[src/common/spcs_pkg.sv]
package spcs_pkg;
  localparam int          SPCS_AW         = 3;
  localparam int          SPCS_DW         = 16;
  localparam logic [2:0]  SPCS_CTL1_OFS   = 3'h0;
  localparam logic [2:0]  SPCS_CTL2_OFS   = 3'h1;
  localparam logic [2:0]  SPCS_CTL3_OFS   = 3'h2;
  localparam logic [2:0]  SPCS_CTL4_OFS   = 3'h3;
  localparam logic [2:0]  SPCS_STS1_OFS   = 3'h4;
  localparam logic [15:0] SPCS_CTL1_RST   = 16'h0185;
  localparam logic [15:0] SPCS_CTL2_RST   = 16'h0007;
  localparam logic [15:0] SPCS_CTL3_RST   = 16'h0002;
  localparam logic [15:0] SPCS_CTL4_RST   = 16'h0000;
  // Control one fields
  localparam int C1_FIBER     = 0;
  localparam int C1_TBI       = 1;
  localparam int C1_SD_EN     = 2;
  localparam int C1_SD_INV    = 3;
  localparam int C1_AUTODET   = 4;
  localparam int C1_SGMII_MST = 5;
  localparam int C1_PLL_KEEP  = 6;
  localparam int C1_CRC_DIS   = 7;
  localparam int C1_COMMA_EN  = 8;
  // Control two fields
  localparam int C2_PAR_DET   = 0;
  localparam int C2_NO_FALSE  = 1;
  localparam int C2_FILT_LINK = 2;
  localparam int C2_AN_ERR_TMR = 3;
  localparam int C2_RF_DIS    = 4;
  localparam int C2_FORCE_TX  = 5;
  localparam int C2_RX_BYP    = 9;
  localparam int C2_TX_BYP    = 10;
  localparam int C2_TEST_CNT  = 11;
  localparam int C2_CLR_BER   = 14;
  // Control three fields
  localparam int C3_TXF_RST   = 0;
  localparam int C3_ELAST_LO  = 1;
  localparam int C3_FL_RX     = 5;
  localparam int C3_FL_TX     = 6;
  localparam int C3_BLK_TXEN  = 9;
  localparam int C3_NO_TXCRS  = 13;
  // Status one sticky positions, low to high
  localparam int S1_EARLY_EXT = 8;
  localparam int S1_NFLAG     = 8;
  // Timing
  localparam int  CLK_HZ          = 10_000_000;
  localparam int  LINK_FILT_MS    = 10;
  localparam int  LINK_FILT_CYC   = LINK_FILT_MS * (CLK_HZ / 1000);
  localparam int  AN_ERR_CYC      = 4000;
  localparam int  IPG_GIG_HALFB   = 14;
  localparam int  IPG_SLOW_HALFB  = 13;
  // Elastic FIFO depth codes
  localparam logic [1:0] SPCS_DEP_5K   = 2'h0;
  localparam logic [1:0] SPCS_DEP_10K  = 2'h1;
  localparam logic [1:0] SPCS_DEP_13K  = 2'h2;
  localparam logic [1:0] SPCS_DEP_MIN  = 2'h3;
  typedef enum logic [2:0] {
    AN_ENABLE  = 3'h0,
    AN_ABILITY = 3'h1,
    AN_ACK     = 3'h2,
    AN_IDLE    = 3'h3,
    AN_LINK    = 3'h4,
    AN_ERROR   = 3'h5
  } spcs_an_t;
endpackage

[src/design/spcs_ctrl.sv]
`timescale 1ns/1ns
module spcs_ctrl
  import spcs_pkg::*;
#(
  parameter int unsigned LINK_HOLD = LINK_FILT_CYC
) (
  // Clock, enable, reset
  input  wire logic                        clk_i,
  input  wire logic                        rst_b_i,
  input  wire logic                        ce_i,
  // Register port
  input  wire logic [spcs_pkg::SPCS_AW-1:0] reg_addr_i,
  input  wire logic [spcs_pkg::SPCS_DW-1:0] reg_wdata_i,
  input  wire logic                        reg_wr_i,
  input  wire logic                        reg_rd_i,
  output logic      [spcs_pkg::SPCS_DW-1:0] reg_rdata_o,
  // Main control register inputs
  input  wire logic                        main_pwrdn_i,
  input  wire logic [2:0]                  main_adv_i,
  input  wire logic                        an_enable_i,
  input  wire logic                        full_duplex_i,
  input  wire logic                        gig_speed_i,
  // Pins and receive events
  input  wire logic                        sig_det_pin_i,
  input  wire logic                        rx_sync_i,
  input  wire logic                        rx_page_i,
  input  wire logic                        rx_page_sel0_i,
  input  wire logic                        rx_page_ack_i,
  input  wire logic                        rx_idle_i,
  input  wire logic                        rx_cw_i,
  input  wire logic                        rx_active_i,
  input  wire logic                        crc_pkt_i,
  input  wire logic                        ber_evt_i,
  input  wire logic [7:0]                  err_evt_i,
  // MAC transmit side
  input  wire logic                        mac_tx_en_i,
  output logic                             tx_en_o,
  output logic                             crs_o,
  // Controls
  output logic                             comma_en_o,
  output logic                             crc_clk_en_o,
  output logic                             pll_pwrdn_o,
  output logic                             sgmii_phy_o,
  output logic      [2:0]                  adv_out_o,
  output logic                             fiber_mode_o,
  output logic                             tbi_sel_o,
  output logic                             sync_allow_o,
  output logic                             tx_byp_o,
  output logic                             rx_byp_o,
  output logic                             link_ok_o,
  output logic                             remote_fault_o,
  output logic                             tx_zero_cfg_o,
  output logic                             an_active_o,
  output logic      [1:0]                  fifo_depth_tx_o,
  output logic      [1:0]                  fifo_depth_rx_o,
  output logic                             txf_rst_o
);
  import spcs_pkg::*;

  logic [15:0] ctl1_reg, ctl2_reg, ctl3_reg, ctl4_reg;
  logic [7:0]  sticky_reg, sticky_next;
  logic [15:0] rdata_reg;
  logic        mode_reg;
  logic [7:0]  ber_reg, pkt_reg;
  logic        sd_s1_reg, sd_s2_reg;
  logic        an_on_reg;
  logic        idle_seen_reg;
  logic        zero_cfg_reg;
  logic        rf_reg;
  logic [11:0] an_tmr_reg;
  logic [4:0]  gap_reg;
  logic        tx_prev_reg;
  spcs_an_t    an_reg, an_next;

  function automatic logic hit(input logic [2:0] a, input logic [2:0] o);
    return a == o;
  endfunction

  wire wr1_w = reg_wr_i && hit(reg_addr_i, SPCS_CTL1_OFS);
  wire wr2_w = reg_wr_i && hit(reg_addr_i, SPCS_CTL2_OFS);
  wire wr3_w = reg_wr_i && hit(reg_addr_i, SPCS_CTL3_OFS);
  wire wr4_w = reg_wr_i && hit(reg_addr_i, SPCS_CTL4_OFS);
  wire rds_w = reg_rd_i && hit(reg_addr_i, SPCS_STS1_OFS);

  // Register writes; clear-BER self-clears next cycle
  always_ff @(posedge clk_i or negedge rst_b_i) begin
    if (!rst_b_i) begin
      ctl1_reg <= SPCS_CTL1_RST;
      ctl2_reg <= SPCS_CTL2_RST;
      ctl3_reg <= SPCS_CTL3_RST;
      ctl4_reg <= SPCS_CTL4_RST;
    end else if (ce_i) begin
      if (wr1_w) ctl1_reg <= reg_wdata_i;
      if (wr2_w) ctl2_reg <= reg_wdata_i;
      else ctl2_reg[C2_CLR_BER] <= 1'b0;
      if (wr3_w) ctl3_reg <= reg_wdata_i;
      if (wr4_w) ctl4_reg <= reg_wdata_i;
    end
  end

  // Status sticky flags: set wins over read clear
  assign sticky_next = (rds_w ? 8'h0 : sticky_reg) | err_evt_i;

  always_ff @(posedge clk_i or negedge rst_b_i) begin
    if (!rst_b_i) begin
      sticky_reg <= 8'h0;
      rdata_reg  <= 16'h0;
    end else if (ce_i) begin
      sticky_reg <= sticky_next;
      rdata_reg  <= 16'h0;
      if (reg_rd_i) begin
        unique case (reg_addr_i)
          SPCS_CTL1_OFS: rdata_reg <= ctl1_reg;
          SPCS_CTL2_OFS: rdata_reg <= ctl2_reg;
          SPCS_CTL3_OFS: rdata_reg <= ctl3_reg;
          SPCS_CTL4_OFS: rdata_reg <= ctl4_reg;
          SPCS_STS1_OFS: rdata_reg <= {sticky_reg, 8'h0};
          default:       rdata_reg <= 16'h0;
        endcase
      end
    end
  end
  assign reg_rdata_o = rdata_reg;

  // Simple controls
  assign comma_en_o   = ctl1_reg[C1_COMMA_EN];
  assign crc_clk_en_o = !ctl1_reg[C1_CRC_DIS];
  assign pll_pwrdn_o  = main_pwrdn_i && !ctl1_reg[C1_PLL_KEEP];
  assign sgmii_phy_o  = ctl1_reg[C1_SGMII_MST] && !mode_reg;
  assign adv_out_o    = sgmii_phy_o ? main_adv_i : 3'h0;
  assign tbi_sel_o    = ctl1_reg[C1_TBI];
  assign tx_byp_o     = ctl2_reg[C2_TX_BYP];
  assign rx_byp_o     = ctl2_reg[C2_RX_BYP];
  assign txf_rst_o    = ctl3_reg[C3_TXF_RST];
  assign fiber_mode_o = mode_reg;

  // Mode: fixed by fiber bit or toggled by auto-detect
  wire wrong_sel_w = rx_page_i && (mode_reg ? 1'b0 : !rx_page_sel0_i)
                     || rx_page_i && mode_reg && rx_page_sel0_i;
  always_ff @(posedge clk_i or negedge rst_b_i) begin
    if (!rst_b_i) begin
      mode_reg <= 1'b1;
    end else if (ce_i) begin
      if (!ctl1_reg[C1_AUTODET]) mode_reg <= ctl1_reg[C1_FIBER];
      else if (wrong_sel_w) mode_reg <= !mode_reg;
    end
  end

  // Signal detect synchroniser and qualification
  always_ff @(posedge clk_i or negedge rst_b_i) begin
    if (!rst_b_i) begin
      sd_s1_reg <= 1'b0;
      sd_s2_reg <= 1'b0;
    end else if (ce_i) begin
      sd_s1_reg <= sig_det_pin_i;
      sd_s2_reg <= sd_s1_reg;
    end
  end
  wire sd_w = sd_s2_reg ^ ctl1_reg[C1_SD_INV];
  assign sync_allow_o = !mode_reg || !ctl1_reg[C1_SD_EN] || sd_w;

  // Counters
  always_ff @(posedge clk_i or negedge rst_b_i) begin
    if (!rst_b_i) begin
      ber_reg <= 8'h0;
      pkt_reg <= 8'h0;
    end else if (ce_i) begin
      if (ctl2_reg[C2_CLR_BER]) ber_reg <= 8'h0;
      else if (ber_evt_i) ber_reg <= ber_reg + 8'h1;
      if (ctl2_reg[C2_TEST_CNT] || crc_pkt_i) pkt_reg <= pkt_reg + 8'h1;
    end
  end

  // Parallel detection and false-link prevention
  wire an_eff_w = ctl2_reg[C2_PAR_DET] ? an_on_reg : an_enable_i;
  always_ff @(posedge clk_i or negedge rst_b_i) begin
    if (!rst_b_i) begin
      an_on_reg     <= 1'b1;
      idle_seen_reg <= 1'b0;
    end else if (ce_i) begin
      if (rx_cw_i) an_on_reg <= 1'b1;
      else if (rx_idle_i) an_on_reg <= 1'b0;
      if (rx_cw_i || !rx_sync_i) idle_seen_reg <= 1'b0;
      else if (rx_idle_i) idle_seen_reg <= 1'b1;
    end
  end
  assign an_active_o = an_eff_w;

  // Link qualification by filter module
  logic sync_stable_w;
  spcs_link_filter #(.HOLD_CYC(LINK_HOLD)) u_filt (
    .clk_i    (clk_i),
    .rst_b_i  (rst_b_i),
    .ce_i     (ce_i),
    .level_i  (rx_sync_i),
    .stable_o (sync_stable_w)
  );
  wire noan_ok_w = (!ctl2_reg[C2_FILT_LINK] || sync_stable_w)
                && (!ctl2_reg[C2_NO_FALSE] || idle_seen_reg);
  assign link_ok_o = rx_sync_i && (an_eff_w ? an_reg == AN_LINK : noan_ok_w);

  // Autonegotiation progress with error timer
  wire tmr_exp_w = ctl2_reg[C2_AN_ERR_TMR]
                && an_tmr_reg == 12'(AN_ERR_CYC - 1);
  always_comb begin
    an_next = an_reg;
    unique case (an_reg)
      AN_ENABLE:  an_next = AN_ABILITY;
      AN_ABILITY: if (tmr_exp_w) an_next = AN_ERROR;
                  else if (rx_page_i) an_next = AN_ACK;
      AN_ACK:     if (tmr_exp_w) an_next = AN_ERROR;
                  else if (rx_page_ack_i) an_next = AN_IDLE;
      AN_IDLE:    if (tmr_exp_w) an_next = AN_ERROR;
                  else if (rx_idle_i) an_next = AN_LINK;
      AN_LINK:    if (!rx_sync_i) an_next = AN_ENABLE;
      AN_ERROR:   if (rx_page_i) an_next = AN_ENABLE;
      default:    an_next = AN_ENABLE;
    endcase
    if (!an_eff_w) an_next = AN_ENABLE;
  end

  always_ff @(posedge clk_i or negedge rst_b_i) begin
    if (!rst_b_i) begin
      an_reg     <= AN_ENABLE;
      an_tmr_reg <= 12'h0;
      rf_reg     <= 1'b0;
    end else if (ce_i) begin
      an_reg     <= an_next;
      an_tmr_reg <= (an_next != an_reg) ? 12'h0 : an_tmr_reg + 12'h1;
      if (an_reg == AN_ERROR) rf_reg <= 1'b1;
      else if (an_reg == AN_LINK) rf_reg <= 1'b0;
    end
  end
  assign tx_zero_cfg_o  = an_reg == AN_ERROR;
  assign remote_fault_o = rf_reg && mode_reg && !ctl2_reg[C2_RF_DIS];

  // Transmit gating and gap enforcement
  wire [4:0] gap_min_w = gig_speed_i ? 5'(IPG_GIG_HALFB) : 5'(IPG_SLOW_HALFB);
  // Gap counter steps by two and stops at or above the minimum so it cannot wrap
  always_ff @(posedge clk_i or negedge rst_b_i) begin
    if (!rst_b_i) begin
      gap_reg     <= 5'h1f;
      tx_prev_reg <= 1'b0;
    end else if (ce_i) begin
      tx_prev_reg <= tx_en_o;
      if (tx_en_o) gap_reg <= 5'h0;
      else if (gap_reg < gap_min_w) gap_reg <= gap_reg + 5'h2;
    end
  end
  // The gap check never cuts a frame already under way
  wire gap_ok_w = !ctl3_reg[C3_BLK_TXEN] || tx_prev_reg
               || gap_reg >= gap_min_w;
  wire pass_w   = ctl2_reg[C2_FORCE_TX] || link_ok_o;
  assign tx_en_o = mac_tx_en_i && pass_w && gap_ok_w && !txf_rst_o;

  // Carrier sense
  assign crs_o = rx_active_i
              || (!full_duplex_i && !ctl3_reg[C3_NO_TXCRS] && tx_en_o);

  // FIFO sizing
  wire [1:0] el_w = ctl3_reg[C3_ELAST_LO+1] ? SPCS_DEP_13K
                  : ctl3_reg[C3_ELAST_LO +: 2];
  assign fifo_depth_tx_o = ctl3_reg[C3_FL_TX] ? SPCS_DEP_MIN : el_w;
  assign fifo_depth_rx_o = ctl3_reg[C3_FL_RX] ? SPCS_DEP_MIN : el_w;

  // Checks
  AST_STICKY_SET: assert property (@(posedge clk_i) disable iff (!rst_b_i)
    ce_i && err_evt_i[0] |=> sticky_reg[0])
    else $error("sticky flag not set");
  AST_BER_CLR: assert property (@(posedge clk_i) disable iff (!rst_b_i)
    ce_i && wr2_w && reg_wdata_i[C2_CLR_BER] ##1 ce_i |=>
      ber_reg == 8'h0 && !ctl2_reg[C2_CLR_BER])
    else $error("clear BER failed");
  AST_PLL: assert property (@(posedge clk_i) disable iff (!rst_b_i)
    ctl1_reg[C1_PLL_KEEP] |-> !pll_pwrdn_o)
    else $error("pll powered down");
  AST_TXFRST: assert property (@(posedge clk_i) disable iff (!rst_b_i)
    txf_rst_o && !wr3_w |=> txf_rst_o)
    else $error("tx fifo reset released");
  AST_FORCE: assert property (@(posedge clk_i) disable iff (!rst_b_i)
    tx_en_o |-> ctl2_reg[C2_FORCE_TX] || link_ok_o)
    else $error("tx without link");
  AST_SGMII_SD: assert property (@(posedge clk_i) disable iff (!rst_b_i)
    !mode_reg |-> sync_allow_o)
    else $error("sd not ignored");
  AST_MODE: assert property (@(posedge clk_i) disable iff (!rst_b_i)
    ce_i && !ctl1_reg[C1_AUTODET] |=> mode_reg == $past(ctl1_reg[C1_FIBER]))
    else $error("mode mismatch");
  AST_RF_SGMII: assert property (@(posedge clk_i) disable iff (!rst_b_i)
    !mode_reg |-> !remote_fault_o)
    else $error("rf in sgmii");
endmodule

[src/design/spcs_link_filter.sv]
`timescale 1ns/1ns
module spcs_link_filter #(
  parameter int unsigned HOLD_CYC = 100000
) (
  // Clock and reset
  input  wire logic clk_i,
  input  wire logic rst_b_i,
  input  wire logic ce_i,
  // Level in and qualified level out
  input  wire logic level_i,
  output logic      stable_o
);
  logic [23:0] cnt_reg;
  wire         full_w = (cnt_reg >= 24'(HOLD_CYC));

  always_ff @(posedge clk_i or negedge rst_b_i) begin
    if (!rst_b_i) begin
      cnt_reg <= 24'h0;
    end else if (ce_i) begin
      if (!level_i) begin
        cnt_reg <= 24'h0;
      end else if (!full_w) begin
        cnt_reg <= cnt_reg + 24'h1;
      end
    end
  end

  assign stable_o = full_w;
endmodule

[config.mk]
export PLATFORM = sky130hd
export DESIGN_NAME = spcs_ctrl
export DESIGN_NICKNAME = d
export VERILOG_FILES = /design/src/common/spcs_pkg.sv /design/src/design/spcs_ctrl.sv /design/src/design/spcs_link_filter.sv
export SDC_FILE = /design/constraint.sdc
export NUM_CORES = 1
export LEC_CHECK = 0
export BUFFER_PORTS_ARGS = -buffer_cell sky130_fd_sc_hd__buf_2
export CAP_MARGIN = 20
export CORE_UTILIZATION = 43
export CTS_BUF_LIST = sky130_fd_sc_hd__clkbuf_16
export DETAILED_ROUTE_END_ITERATION = 8
export GPL_ROUTABILITY_DRIVEN = 0
export PLACE_DENSITY_LB_ADDON = 0.25
export SLEW_MARGIN = 20
export SYNTH_ARGS = -nofsm -noshare
export SYNTH_HDL_FRONTEND = slang
export SYNTH_SLANG_ARGS = --single-unit
[constraint.sdc]
create_clock -name clk_i -period 7 [get_ports clk_i]
set_clock_uncertainty 0.05 [all_clocks]
set_input_delay 1.75 -clock clk_i [delete_from_list [all_inputs] [get_ports clk_i]]
set_output_delay 1.75 -clock clk_i [all_outputs]
set_load 0.03 [all_outputs]
==> flow_summary.ini <==
[run_status]
status = completed

[die]
row_count = 45
io_pins = 89
die_h_um = 127
core_area_sq_mm = 0.0152
fp.dieW_um = 127
start_util = 0.441
die_area_sq_mm = 0.0161

[layout]
drive_gt1_frac = 0.334
fin_nets = 723
largest_reg_flops = 24
area_growth_syn_to_layout_pct = 18.2
multiInputGateArea_sq_mm = 0.00297
fill_cells = 1318
seqCellArea_sq_mm = 0.00350

[worst_setup_path]
crit_chain = buf_2, mux2i_1, o211ai_1, a41oi_1, o211a_1, a21o_1, buf_2
critPathTopFamily = compound AO/OA/AOI/OAI gates
crit_fanout = 9
worst-path-buf-inv = 2
crit_slowest_cell = mux2i_1
cp.arrival_ns = 3.69
critPathKind = in2out
r2r_slack_ns = 4.33
required_ns = 5.20
cpPeakStageDelay_ns = 0.55
cp-start-kind = input pin
end_kind = output pin
worst_path_most_repeated_cell = buf_2

[timing]
timing.fmax_mhz = 182
finalHoldViolCount = 0
min_period_ns = 5.49
hold_slack_ns = 0.418
fin_crit_sh = 0.784
setup_violations = 0
worst_pin_slew_ns = 1.01
slew_headroom = 0.322
setup_tns_ns = 0
final-max-slew-violation-count = 0
rsz0062_at_grt = no

[clock_tree]
htreeDepth = 4
cts_resized = 0
cts-root-buf = clkbuf_16
insertion_delay_ns = 0.43
cts.hold.buffers_added = 0
cts_setup_buffers = 0
cts.clk_slew.worst_paths_ns = 0.06
cts.sinks = 139
clockBufferDepth = 2
tritoncts = yes
cts-buffers-inserted = 17

[job]
cap_violations = 0

[yosys]
synthFlopType = dfrtp_1
ys_types = 62
synth_nets = 638
ys_warn_count = 0
synth-edff-count = 0
yosysTopAreaCell = dfrtp_1
syn_avg_cell_area_sq_um = 11.5
async_flop_share = 1.00
synth_area_leaders = dfrtp_1 46%, mux2_2 11%, dfstp_2 5.9%
ys_ff_latch = 139
synth.yosys.seq_area_share = 0.522
postSynthCellCount = 582
netlist_area_sq_mm = 0.00670
synth.top_cell.area_share = 0.463

[placed_design]
port_buffers = 86
dpl.hpwl_mm = 10.3

[route]
avgViaCountPerCell = 5.65
dr_total_vias = 4910
ant_nets = 0
drc = 0
drt_iter0_markers = 354
drtPass1Iterations = 5
drt-total-wl_mm = 15.4
wl_per_cell_um = 17.7

[global_routing]
grt_antenna_before_repair = 1
grt_pass1_vias = 5005
grt_start_max_net_pins = 77
grt_pass1_wl_mm = 25.7
grt_overflow = 0
grt_usage = 0.207

[power_and_ir_drop]
ir_drop_mv = 0.209
powerDensity_mw_per_mm2 = 310
power.leakage_uw = 0.00359

[hold_path]
hold_class = reg2reg
==> layer usage <==
layer	vias up	track usage	part of all wire
li1	2278	-	-
met1	2478	0.278	0.46
met2	125	0.325	0.48
met3	29	0.0506	0.043
met4	0	0.0763	0.020
met5	-	0	0
==> stage by stage <==
step | utilization | instances | power, uW | instance area [sq um] | worst slack [ns]
final | 0.521 | 869 | 2460 | 7920 | 1.51
after global routing | 0.520 | 868 | 2570 | 7910 | 1.35
after CTS | 0.520 | 868 | 2470 | 7910 | 1.51
after detailed placement | 0.482 | 836 | 1570 | 7330 | 1.51
after global placement | 0.482 | 836 | 1540 | 7330 | 1.60
after floorplan | - | 582 | 1410 | 6700 | 1.47
==> synthesized netlist by cell type (all sizes together) (7+ instances only) <==
cell type  number
a21oi          23
a22o           10
and3           16
buf             7
clkbuf         18
dfrtp         124
dfstp          15
inv            39
mux2           66
mux4           15
nand2          25
nand2b          7
nand3          19
nand4          10
nor2           34
nor2b          15
o21ai          19
o22ai          18
xnor2          10
==> final timing paths <==
path | start | end | depth (start not counted)
worst max register to register | ctl2_reg[0]$_DFFE_PN1P_ | an_tmr_reg[6]$_DFFE_PN0P_ | 6
worst min-delay path | ctl1_reg[4]$_DFFE_PN0P_ | fiber_mode_o$_DFFE_PN1P_ | 1
min in group asynchronous | rst_b_i | reg_rdata_o[7]$_DFFE_PN0P_ | 1
worst max-delay path | an_enable_i | crs_o | 7
max in group asynchronous | rst_b_i | u_filt.cnt_reg[9]$_DFFE_PN0P_ | 2
worst min register to register | ctl1_reg[4]$_DFFE_PN0P_ | fiber_mode_o$_DFFE_PN1P_ | 1
==> cells by family (layout without fill, tap and decap cells) <==
family	count (synthesis)	in the layout	share of synthesized area
other	0	1	0
AO/OA/AOI/OAI	107	107	0.107
XOR/XNOR	16	16	0.0209
buffers and inverters	65	163	0.0372
flip-flops	139	139	0.522
AND/OR/NAND/NOR	164	164	0.135
adder cells (fa/ha/maj)	6	6	0.0112
multiplexers	85	85	0.167
==> placed cells by master, fill, tap and decap left out, types with 4 or more instances in the layout <==
cell | netlist | final
nor3_1 | 6 | 5
mux2i_1 | 4 | 4
o22ai_1 | 18 | 18
mux2_2 | 66 | 66
clkinv_2 | 0 | 6
a22o_1 | 10 | 10
and2_1 | 5 | 5
buf_4 | 0 | 5
buf_2 | 3 | 85
nor2_1 | 34 | 34
a21o_1 | 4 | 4
nand3_1 | 19 | 19
dfrtp_1 | 124 | 124
clkbuf_16 | 0 | 17
dfstp_2 | 15 | 15
nand2b_1 | 7 | 7
o31ai_1 | 4 | 4
xnor2_1 | 10 | 10
nor4_1 | 5 | 5
and3_1 | 16 | 16
ha_1 | 6 | 6
nor2b_1 | 15 | 14
o211ai_1 | 6 | 6
a31oi_1 | 4 | 4
nand4_1 | 10 | 10
inv_1 | 39 | 41
mux4_2 | 15 | 15
xor2_1 | 6 | 6
a21oi_1 | 23 | 23
nand2_1 | 25 | 25
o21ai_0 | 18 | 18
==> power breakdown <==
part,switching [uW],internal (uW)
registers,108,955
logic,270,228
clock network,344,552
total,721,1730
==> cell type report <==
class | count | area share
flip-flops and latches | 139 | 0.442
multi-input cells | 378 | 0.375
repair buffers | 91 | 0.0599
clock buffers | 17 | 0.0537
well taps | 188 | 0.0297
clock inverters | 15 | 0.0201
inverters | 40 | 0.0190
diodes | 1 | 0.000316
==> worst register-to-register path, delay by kind of cell (launching register included) <==
family | cells | cell delay, ns
AO/OA/AOI/OAI | 4 | 1.14
multiplexers | 1 | 0.64
flip-flops | 1 | 0.57
AND/OR/NAND/NOR | 1 | 0.14
No activity file was read; power rests on OpenSTA's default activity.
